==> src/abse_pkg.sv <==
/*
  Constants, command encodings and carrier types for the add, AND and
  bit-skip execution block.
  Assumes an AXI4-Lite master with 32-bit data and a 12-bit byte address.
*/
// Operation
// - Add-literal adds an 8-bit literal into the accumulator and updates C, DC and Z.
// - Add-file sums accumulator and file; dest 0 writes the accumulator, dest 1 the file.
// - Bit-clear forces one bit of a file register to 0; other bits and all flags stay.
// - Bit-set forces one bit of a file register to 1; other bits and all flags stay.
// - AND-literal ANDs a literal into the accumulator and updates only Z.
// - AND-file ANDs accumulator and file into the chosen destination and updates only Z.
// - Skip-when-one turns the next instruction into a no-operation when the bit is 1.
// - Skip-when-zero turns the next instruction into a no-operation when the bit is 0.
package abse_pkg;

  localparam int unsigned ABSE_ADDR_W = 12;
  localparam int unsigned ABSE_DATA_W = 32;
  localparam int unsigned ABSE_FILE_DEPTH = 128;
  localparam int unsigned ABSE_FILE_AW = 7;

  // Byte offsets
  localparam logic [11:0] ABSE_OFF_COMMAND = 12'h000;
  localparam logic [11:0] ABSE_OFF_STATUS = 12'h004;
  localparam logic [11:0] ABSE_OFF_ACCUM = 12'h008;
  localparam logic [11:0] ABSE_OFF_CYCLES = 12'h00C;
  // File window: 0x200 + 4 * file address
  localparam logic [2:0] ABSE_FILE_WIN_TAG = 3'h1;

  // Command word fields
  localparam int unsigned ABSE_CMD_LIT_LSB = 0;
  localparam int unsigned ABSE_CMD_ADDR_LSB = 8;
  localparam int unsigned ABSE_CMD_BIT_LSB = 16;
  localparam int unsigned ABSE_CMD_DEST_POS = 20;
  localparam int unsigned ABSE_CMD_OP_LSB = 24;

  // Status register bits
  localparam int unsigned ABSE_ST_C_POS = 0;
  localparam int unsigned ABSE_ST_DC_POS = 1;
  localparam int unsigned ABSE_ST_Z_POS = 2;
  localparam int unsigned ABSE_ST_SKIP_POS = 3;

  // Reset values
  localparam logic [7:0] ABSE_ACCUM_RST = 8'h00;
  localparam logic [2:0] ABSE_FLAGS_RST = 3'h0;
  localparam logic [31:0] ABSE_CYCLES_RST = 32'h0000_0000;

  localparam logic [1:0] ABSE_RESP_OKAY = 2'h0;
  localparam logic [1:0] ABSE_RESP_DECERR = 2'h3;

  typedef enum logic [3:0] {
    ABSE_OP_NOP = 4'h0,
    ABSE_OP_ADD_LITERAL_TO_ACCUMULATOR = 4'h1,
    ABSE_OP_ADD_ACCUMULATOR_TO_FILE = 4'h2,
    ABSE_OP_FILE_BIT_CLEAR = 4'h3,
    ABSE_OP_FILE_BIT_SET = 4'h4,
    ABSE_OP_AND_LITERAL_INTO_ACCUMULATOR = 4'h5,
    ABSE_OP_AND_ACCUMULATOR_WITH_FILE = 4'h6,
    ABSE_OP_TEST_BIT_SKIP_WHEN_ONE = 4'h7,
    ABSE_OP_TEST_BIT_SKIP_WHEN_ZERO = 4'h8
  } abse_op_t;

  typedef enum logic [1:0] {
    ABSE_WR_IDLE = 2'b01,
    ABSE_WR_RESP = 2'b10
  } abse_wr_state_t;

  typedef enum logic [2:0] {
    ABSE_REG_NONE,
    ABSE_REG_COMMAND,
    ABSE_REG_STATUS,
    ABSE_REG_ACCUM,
    ABSE_REG_CYCLES,
    ABSE_REG_FILE
  } abse_region_t;

  typedef struct packed {
    logic [3:0] op;
    logic dest;
    logic [2:0] bit_sel;
    logic [6:0] file_addr;
    logic [7:0] literal;
  } abse_cmd_t;

  typedef struct packed {
    logic c;
    logic dc;
    logic z;
  } abse_flags_t;

  typedef struct packed {
    logic [7:0] result;
    abse_flags_t flags;
    logic upd_carry;
    logic upd_zero;
    logic to_accum;
    logic to_file;
    logic skip;
  } abse_alu_out_t;

  function automatic abse_cmd_t abse_decode_cmd(input logic [31:0] word);
    abse_cmd_t c;
    c.op = word[ABSE_CMD_OP_LSB +: 4];
    c.dest = word[ABSE_CMD_DEST_POS];
    c.bit_sel = word[ABSE_CMD_BIT_LSB +: 3];
    c.file_addr = word[ABSE_CMD_ADDR_LSB +: 7];
    c.literal = word[ABSE_CMD_LIT_LSB +: 8];
    return c;
  endfunction

  function automatic abse_region_t abse_region(input logic [11:0] addr);
    abse_region_t r;
    r = ABSE_REG_NONE;
    if (addr[11:9] == ABSE_FILE_WIN_TAG)
      r = ABSE_REG_FILE;
    else if (addr[11:2] == ABSE_OFF_COMMAND[11:2])
      r = ABSE_REG_COMMAND;
    else if (addr[11:2] == ABSE_OFF_STATUS[11:2])
      r = ABSE_REG_STATUS;
    else if (addr[11:2] == ABSE_OFF_ACCUM[11:2])
      r = ABSE_REG_ACCUM;
    else if (addr[11:2] == ABSE_OFF_CYCLES[11:2])
      r = ABSE_REG_CYCLES;
    return r;
  endfunction

endpackage

==> src/abse_alu.sv <==
/*
  Combinational datapath for add, AND, bit clear/set and bit test.
  Assumes the caller supplies the accumulator and the addressed file value.
*/
`timescale 1ns/100ps
module abse_alu
(
  input wire abse_pkg::abse_cmd_t cmd,
  input wire logic [7:0] accum,
  input wire logic [7:0] file_val,
  output abse_pkg::abse_alu_out_t alu_out
);

  logic [7:0] operand;
  logic [8:0] sum;
  logic [4:0] nib_sum;
  logic [7:0] mask;
  logic tested;

  always_comb
  begin
    alu_out = '0;
    operand = (cmd.op == abse_pkg::ABSE_OP_ADD_LITERAL_TO_ACCUMULATOR ||
               cmd.op == abse_pkg::ABSE_OP_AND_LITERAL_INTO_ACCUMULATOR) ?
              cmd.literal : file_val;
    // carry from bit 7, digit carry from bit 3
    sum = {1'b0, accum} + {1'b0, operand};
    nib_sum = {1'b0, accum[3:0]} + {1'b0, operand[3:0]};
    mask = 8'h01 << cmd.bit_sel;
    tested = |(file_val & mask);
    unique case (cmd.op)
      abse_pkg::ABSE_OP_ADD_LITERAL_TO_ACCUMULATOR:
      begin
        alu_out.result = sum[7:0];
        alu_out.upd_carry = 1'b1;
        alu_out.upd_zero = 1'b1;
        alu_out.to_accum = 1'b1;
      end
      abse_pkg::ABSE_OP_ADD_ACCUMULATOR_TO_FILE:
      begin
        alu_out.result = sum[7:0];
        alu_out.upd_carry = 1'b1;
        alu_out.upd_zero = 1'b1;
        alu_out.to_accum = ~cmd.dest;
        alu_out.to_file = cmd.dest;
      end
      abse_pkg::ABSE_OP_FILE_BIT_CLEAR:
      begin
        alu_out.result = file_val & ~mask;
        alu_out.to_file = 1'b1;
      end
      abse_pkg::ABSE_OP_FILE_BIT_SET:
      begin
        alu_out.result = file_val | mask;
        alu_out.to_file = 1'b1;
      end
      abse_pkg::ABSE_OP_AND_LITERAL_INTO_ACCUMULATOR:
      begin
        alu_out.result = accum & operand;
        alu_out.upd_zero = 1'b1;
        alu_out.to_accum = 1'b1;
      end
      abse_pkg::ABSE_OP_AND_ACCUMULATOR_WITH_FILE:
      begin
        alu_out.result = accum & operand;
        alu_out.upd_zero = 1'b1;
        alu_out.to_accum = ~cmd.dest;
        alu_out.to_file = cmd.dest;
      end
      abse_pkg::ABSE_OP_TEST_BIT_SKIP_WHEN_ONE:
        alu_out.skip = tested;
      abse_pkg::ABSE_OP_TEST_BIT_SKIP_WHEN_ZERO:
        alu_out.skip = ~tested;
      // No-operation and unused codes change nothing
      default:
        alu_out.result = 8'h00;
    endcase
    alu_out.flags.c = sum[8];
    alu_out.flags.dc = nib_sum[4];
    alu_out.flags.z = (alu_out.result == 8'h00);
  end

endmodule

==> src/abse_exec.sv <==
/*
  Execution block for add, AND, bit clear/set and bit test with skip,
  reached as an AXI4-Lite slave. One full-strobe command word written is one
  instruction cycle.
  Assumes a single AXI4-Lite master, one write and one read at a time.
*/
// The implementer's own choices: the AXI4-Lite register port and the address map.
`timescale 1ns/100ps
module abse_exec
(
  input wire logic aclk,
  input wire logic aresetn,
  input wire logic [11:0] s_axi_awaddr,
  input wire logic [2:0] s_axi_awprot,
  input wire logic s_axi_awvalid,
  output logic s_axi_awready,
  input wire logic [31:0] s_axi_wdata,
  input wire logic [3:0] s_axi_wstrb,
  input wire logic s_axi_wvalid,
  output logic s_axi_wready,
  output logic [1:0] s_axi_bresp,
  output logic s_axi_bvalid,
  input wire logic s_axi_bready,
  input wire logic [11:0] s_axi_araddr,
  input wire logic [2:0] s_axi_arprot,
  input wire logic s_axi_arvalid,
  output logic s_axi_arready,
  output logic [31:0] s_axi_rdata,
  output logic [1:0] s_axi_rresp,
  output logic s_axi_rvalid,
  input wire logic s_axi_rready
);

  typedef struct packed {
    abse_pkg::abse_wr_state_t wst;
    logic aw_got;
    logic w_got;
    logic [11:0] waddr;
    logic [31:0] wdata;
    logic [3:0] wstrb;
    logic [1:0] bresp;
    logic rvalid;
    logic [31:0] rdata;
    logic [1:0] rresp;
    logic [7:0] accum;
    abse_pkg::abse_flags_t flags;
    logic skip_pending;
    logic [31:0] cycles;
  } abse_state_t;

  localparam abse_state_t ABSE_STATE_RST = '{
    wst: abse_pkg::ABSE_WR_IDLE,
    aw_got: 1'b0,
    w_got: 1'b0,
    waddr: 12'h000,
    wdata: 32'h0000_0000,
    wstrb: 4'h0,
    bresp: abse_pkg::ABSE_RESP_OKAY,
    rvalid: 1'b0,
    rdata: 32'h0000_0000,
    rresp: abse_pkg::ABSE_RESP_OKAY,
    accum: abse_pkg::ABSE_ACCUM_RST,
    flags: abse_pkg::ABSE_FLAGS_RST,
    skip_pending: 1'b0,
    cycles: abse_pkg::ABSE_CYCLES_RST
  };

  abse_state_t s_reg;
  abse_state_t s_next;

  abse_pkg::abse_cmd_t cmd;
  abse_pkg::abse_alu_out_t alu_out;
  abse_pkg::abse_region_t wr_region;
  abse_pkg::abse_region_t rd_region;
  logic [7:0] exec_file_val;
  logic [7:0] rd_file_val;
  logic mem_we;
  logic [6:0] mem_waddr;
  logic [7:0] mem_wdata;
  logic do_write;

  // Unused protection bits
  logic unused_prot;
  assign unused_prot = ^{s_axi_awprot, s_axi_arprot};

  assign cmd = abse_pkg::abse_decode_cmd(s_reg.wdata);
  assign wr_region = abse_pkg::abse_region(s_reg.waddr);
  assign rd_region = abse_pkg::abse_region(s_axi_araddr);
  assign do_write = (s_reg.wst == abse_pkg::ABSE_WR_IDLE) && s_reg.aw_got && s_reg.w_got;

  abse_alu u_alu
  (
    .cmd(cmd),
    .accum(s_reg.accum),
    .file_val(exec_file_val),
    .alu_out(alu_out)
  );

  abse_file_mem
  #(
    .DEPTH(abse_pkg::ABSE_FILE_DEPTH),
    .WIDTH(8),
    .AW(abse_pkg::ABSE_FILE_AW)
  )
  u_file_mem
  (
    .aclk(aclk),
    .wr_en(mem_we),
    .wr_addr(mem_waddr),
    .wr_data(mem_wdata),
    .rd_a_addr(cmd.file_addr),
    .rd_a_data(exec_file_val),
    .rd_b_addr(s_axi_araddr[8:2]),
    .rd_b_data(rd_file_val)
  );

  assign s_axi_awready = (s_reg.wst == abse_pkg::ABSE_WR_IDLE) && !s_reg.aw_got;
  assign s_axi_wready = (s_reg.wst == abse_pkg::ABSE_WR_IDLE) && !s_reg.w_got;
  assign s_axi_bvalid = (s_reg.wst == abse_pkg::ABSE_WR_RESP);
  assign s_axi_bresp = s_reg.bresp;
  assign s_axi_arready = !s_reg.rvalid;
  assign s_axi_rvalid = s_reg.rvalid;
  assign s_axi_rdata = s_reg.rdata;
  assign s_axi_rresp = s_reg.rresp;

  always_comb
  begin
    s_next = s_reg;
    mem_we = 1'b0;
    mem_waddr = s_reg.waddr[8:2];
    mem_wdata = s_reg.wdata[7:0];

    unique case (s_reg.wst)
      abse_pkg::ABSE_WR_IDLE:
      begin
        // Address and data may arrive in either order
        if (s_axi_awvalid && !s_reg.aw_got)
        begin
          s_next.aw_got = 1'b1;
          s_next.waddr = s_axi_awaddr;
        end
        if (s_axi_wvalid && !s_reg.w_got)
        begin
          s_next.w_got = 1'b1;
          s_next.wdata = s_axi_wdata;
          s_next.wstrb = s_axi_wstrb;
        end
        if (do_write)
        begin
          s_next.aw_got = 1'b0;
          s_next.w_got = 1'b0;
          s_next.wst = abse_pkg::ABSE_WR_RESP;
          s_next.bresp = abse_pkg::ABSE_RESP_OKAY;
          unique case (wr_region)
            abse_pkg::ABSE_REG_COMMAND:
            begin
              // Partial command words would execute half a field: ignored
              if (s_reg.wstrb == 4'hF)
              begin
                s_next.cycles = s_reg.cycles + 32'h0000_0001;
                if (s_reg.skip_pending)
                begin
                  s_next.skip_pending = 1'b0;
                end
                else
                begin
                  if (alu_out.to_accum)
                    s_next.accum = alu_out.result;
                  mem_we = alu_out.to_file;
                  mem_waddr = cmd.file_addr;
                  mem_wdata = alu_out.result;
                  // flags only where the operation owns them
                  if (alu_out.upd_carry)
                  begin
                    s_next.flags.c = alu_out.flags.c;
                    s_next.flags.dc = alu_out.flags.dc;
                  end
                  if (alu_out.upd_zero)
                    s_next.flags.z = alu_out.flags.z;
                  // arm the skip of the next slot
                  s_next.skip_pending = alu_out.skip;
                end
              end
            end
            abse_pkg::ABSE_REG_STATUS:
            begin
              if (s_reg.wstrb[0])
              begin
                s_next.flags.c = s_reg.wdata[abse_pkg::ABSE_ST_C_POS];
                s_next.flags.dc = s_reg.wdata[abse_pkg::ABSE_ST_DC_POS];
                s_next.flags.z = s_reg.wdata[abse_pkg::ABSE_ST_Z_POS];
              end
            end
            abse_pkg::ABSE_REG_ACCUM:
            begin
              if (s_reg.wstrb[0])
                s_next.accum = s_reg.wdata[7:0];
            end
            abse_pkg::ABSE_REG_CYCLES:
              s_next.bresp = abse_pkg::ABSE_RESP_OKAY;
            abse_pkg::ABSE_REG_FILE:
              mem_we = s_reg.wstrb[0];
            abse_pkg::ABSE_REG_NONE:
              s_next.bresp = abse_pkg::ABSE_RESP_DECERR;
          endcase
        end
      end
      abse_pkg::ABSE_WR_RESP:
      begin
        if (s_axi_bready)
          s_next.wst = abse_pkg::ABSE_WR_IDLE;
      end
      default:
        s_next.wst = abse_pkg::ABSE_WR_IDLE;
    endcase

    if (!s_reg.rvalid && s_axi_arvalid)
    begin
      s_next.rvalid = 1'b1;
      s_next.rdata = 32'h0000_0000;
      s_next.rresp = abse_pkg::ABSE_RESP_OKAY;
      unique case (rd_region)
        abse_pkg::ABSE_REG_COMMAND:
          s_next.rdata = 32'h0000_0000;
        abse_pkg::ABSE_REG_STATUS:
        begin
          s_next.rdata[abse_pkg::ABSE_ST_C_POS] = s_reg.flags.c;
          s_next.rdata[abse_pkg::ABSE_ST_DC_POS] = s_reg.flags.dc;
          s_next.rdata[abse_pkg::ABSE_ST_Z_POS] = s_reg.flags.z;
          s_next.rdata[abse_pkg::ABSE_ST_SKIP_POS] = s_reg.skip_pending;
        end
        abse_pkg::ABSE_REG_ACCUM:
          s_next.rdata[7:0] = s_reg.accum;
        abse_pkg::ABSE_REG_CYCLES:
          s_next.rdata = s_reg.cycles;
        abse_pkg::ABSE_REG_FILE:
          s_next.rdata[7:0] = rd_file_val;
        abse_pkg::ABSE_REG_NONE:
          s_next.rresp = abse_pkg::ABSE_RESP_DECERR;
      endcase
    end
    else if (s_reg.rvalid && s_axi_rready)
    begin
      s_next.rvalid = 1'b0;
    end
  end

  always_ff @(posedge aclk)
  begin
    if (!aresetn)
      s_reg <= ABSE_STATE_RST;
    else
      s_reg <= s_next;
  end

endmodule

==> src/abse_file_mem.sv <==
/*
  File register array: one write port, two combinational read ports.
  Assumes a single writer per cycle; contents are not reset.
*/
`timescale 1ns/100ps
module abse_file_mem
#(
  parameter int unsigned DEPTH = 128,
  parameter int unsigned WIDTH = 8,
  parameter int unsigned AW = $clog2(DEPTH)
)
(
  input wire logic aclk,
  input wire logic wr_en,
  input wire logic [AW-1:0] wr_addr,
  input wire logic [WIDTH-1:0] wr_data,
  input wire logic [AW-1:0] rd_a_addr,
  output logic [WIDTH-1:0] rd_a_data,
  input wire logic [AW-1:0] rd_b_addr,
  output logic [WIDTH-1:0] rd_b_data
);

  logic [WIDTH-1:0] mem [DEPTH];

  // Left unreset so it can map onto plain RAM
  always_ff @(posedge aclk)
  begin
    if (wr_en)
      mem[wr_addr] <= wr_data;
  end

  assign rd_a_data = mem[rd_a_addr];
  assign rd_b_data = mem[rd_b_addr];

endmodule

==> config.mk <==
export PLATFORM = sky130hd
export DESIGN_NAME = abse_exec
export DESIGN_NICKNAME = d
export VERILOG_FILES = /design/src/abse_pkg.sv /design/src/abse_alu.sv /design/src/abse_exec.sv /design/src/abse_file_mem.sv
export SDC_FILE = /design/constraint.sdc
export NUM_CORES = 2
export LEC_CHECK = 0
export BUFFER_PORTS_ARGS = -buffer_cell sky130_fd_sc_hd__buf_2
export CAP_MARGIN = 20
export CORE_MARGIN = 3
export CORE_UTILIZATION = 25
export CTS_BUF_LIST = sky130_fd_sc_hd__clkbuf_2
export DETAILED_ROUTE_END_ITERATION = 8
export HOLD_SLACK_MARGIN = 0.08
export SKIP_CTS_REPAIR_TIMING = 1
export SYNTH_ARGS = -nofsm -noshare
export SYNTH_HDL_FRONTEND = slang
export SYNTH_HIERARCHICAL = 1
export SYNTH_SLANG_ARGS = --single-unit
==> constraint.sdc <==
create_clock -name aclk -period 8 [get_ports aclk]
set_input_delay 0.8 -clock aclk [delete_from_list [all_inputs] [get_ports aclk]]
set_output_delay 0.8 -clock aclk [all_outputs]
set_load 0.1 [all_outputs]
==> results_dict.tcl <==
set metrics [dict create \
    fp.dieArea_mm2 0.221 \
    gr-total-overflow 0 \
    die_h_um 470 \
    htreeDepth 5 \
    critical_path_class "reg2reg" \
    hold_path_depth 5 \
    synth_edf_count 1024 \
    grt_pass1_vias 31600 \
    slowest_delay_ns 0.81 \
    status "complete, no violations" \
    slew_headroom_pct 18.1 \
    cp.depth 14 \
    cts-buffers-inserted 296 \
    rsz0062_at_grt "no" \
    largest_reg_flops 1024 \
    firstDrtPassIters 8 \
    ff2ff_path_depth 14 \
    start_kind "flop" \
    critPathSlowestCell "dfxtp_4" \
    clockPowerShare_pct 32.1 \
    wl_per_cell_um 24.8 \
    track_usage_pct 13.5 \
    cts_tree "yes" \
    p_leak_nw 19.5 \
    ys_seq_area_share_pct 61.5 \
    final_util_pct 29.0 \
    fin_skew_ns 0.175 \
    path_cells "buf_12 > mux4_2 > mux4_2 > mux4_2 > mux2_2 > mux2_2 > ha_1 > fa_1 > a21o_1 > a31oi_1 > xor2_1 > o21ai_0 > mux2_4 > buf_12" \
    layout_common_cells "edfxtp_1 (1,024), mux4_2 (672), clkbuf_2 (406)" \
    cts.sinks 1144 \
    grt_first_pass_wirelength_um 221000 \
    wl_um 156000 \
    fin_nets 3342 \
    final_common_cell "edfxtp_1" \
    synth_nets 2923 \
    gp_congestion 0.820 \
    cp-end-kind "flop" \
    hold_viol 0 \
    io_buffers 94 \
    peakVddDrop_v 0.000142 \
    cts_root_buffer "clkbuf_2" \
    grt_max_degree 126 \
    max_cap_violations 0 \
    internal_power_mw 8.58 \
    fin_setup_tns_ns 0 \
    row_count 169 \
    crit_required_ns 9.26 \
    p_switching_mw 3.21 \
    pwr-share-seq_pct 56.0 \
    period_needed_ns 6.59 \
    area_growth_pct 14.9 \
    switching_share_pct 27.2 \
    die_x_um 470 \
    maxSlewViolCount 0 \
    drc 0 \
    crit_path_max_fanout 80 \
    syn_avg_cell_area_um2 19.0 \
    avgViaCountPerCell 5.02 \
    fin_area_mm2 0.0619 \
    insertion_delay_ns 1.63 \
    synth_warnings 6 \
    clock_path_buffers 4 \
    drive_gt1_share_pct 40.0 \
    critPathTopFamily "multiplexers" \
    synth.distinct_cells 64 \
    tightest_slew_ns 1.22 \
    period_share_pct 82.4 \
    setup_viol 0 \
    drtAntennaViolNets 0 \
    synth_cells 2840 \
    syn_area_mm2 0.0539 \
    antenna_found_initial 11 \
    cp_common_cell "mux4_2" \
    p_comb_share_pct 11.8 \
    drtIter0Drc 3173 \
    start_util_pct 25.3 \
    hold_path_class "in2reg" \
    fmax_mhz 152 \
    pin_count 114 \
    dp_hpwl_um 98200 \
    vias 31500 \
    critPathBufInv 2 \
    core_mm2 0.213 \
    ys_ff_latch 1144 \
    path_clk_slew_ns 0.10 \
    synthFlopType "edfxtp_1" \
    synthArstFlopShare_pct 0 \
    p_per_area_mw_per_mm2 190 \
    postPlaceCellArea_mm2 0.0580 \
    worstPathArrival_ns 7.85 \
]
## logic make-up (layout without fill, tap and decap cells)
logic type	after synthesis	in the layout	synth area share (%)
flops	1144	1144	61.5
mux	713	713	28.9
simple gates	483	483	4.27
buf+inv	264	872	2.41
compound gates	210	210	2.39
xor+xnor	16	16	0.274
fa+ha+maj	10	10	0.246
other cells	0	6	0
## Yosys cell counts (all sizes together), types with 10 or more instances
cell type / instances / share of area, %
nand3: 29 / 0.27
or3: 17 / 0.21
or4: 14 / 0.22
a21oi: 81 / 0.76
a22oi: 38 / 0.53
nand4: 21 / 0.24
nand2: 121 / 0.84
o21ai: 36 / 0.33
nor4: 11 / 0.17
dfxtp: 120 / 4.5
a21o: 10 / 0.14
clkbuf: 107 / 0.75
mux4: 672 / 28
mux2: 32 / 0.67
nor2b: 15 / 0.18
nor3: 15 / 0.14
inv: 18 / 0.13
nor2: 197 / 1.4
edfxtp: 1024 / 57
buf: 139 / 1.5
a211oi: 13 / 0.18
## worst reg2reg max path, delay by kind of cell, from the launching register on
| kind | cells | cell delay, ns |
|---|---|---|
| AO/OA/AOI/OAI | 3 | 0.80 |
| XOR/XNOR | 1 | 0.09 |
| adder cells (fa/ha/maj) | 2 | 0.68 |
| buffers and inverters | 2 | 0.93 |
| flip-flops | 1 | 0.81 |
| multiplexers | 6 | 2.90 |
## metal layers
layer | wire, µm | GRT usage, % | part of all wire, %
met5 | 13 | 0 | 0.0084
met4 | 4590 | 4.34 | 3.0
met2 | 78400 | 22.8 | 50
met3 | 12400 | 3.15 | 8.0
met1 | 60100 | 17.1 | 39
## final timing paths
path / from / to / slack [ns]
max: cmd[8]$_SDFFE_PN0P_ / u_file_mem/mem[15][6]$_DFFE_PP_ / 1.41
min: s_axi_araddr[3] / s_axi_rdata[3]$_SDFFE_PN0P_ / 0.24
max reg2reg: cmd[8]$_SDFFE_PN0P_ / u_file_mem/mem[15][6]$_DFFE_PP_ / 1.41
min reg2reg: s_reg[83]$_SDFFE_PN0P_ / s_reg[83]$_SDFFE_PN0P_ / 0.50
## metrics by stage
step | hold WS (ns) | total power [mW] | worst slack [ns] | cells
3_5_place_dp | 0.460 | 8.06 | 1.38 | 5632
4_1_cts | -0.866 | 11.9 | 1.31 | 6119
5_1_grt | 0.166 | 12.3 | 1.03 | 6275
2_1_floorplan | 0.432 | 7.59 | 2.15 | 2840
6_report | 0.242 | 11.8 | 1.41 | 6275
3_3_place_gp | 0.460 | 8.05 | 1.48 | 5614
## final cells by class
cell class              instances  area (µm²)
diodes                          6        15.0
clock buffers                 406        2030
clock inverters                81         369
fillers                     21000      151000
inverters                      18        68.8
multi-input cells            1432       19500
flip-flops and latches       1144       33200
well taps                    2821        3530
repair buffers                367        3210
## power by group through the flow
stage,clock (mW),sequential (mW),combinational [mW]
floorplan,0,6.70,0.900
global placement,0,6.73,1.31
detailed placement,0,6.74,1.32
CTS,3.94,6.60,1.33
global route,4.25,6.61,1.47
finish,3.79,6.60,1.39
No activity file was read; power rests on OpenSTA's default activity.
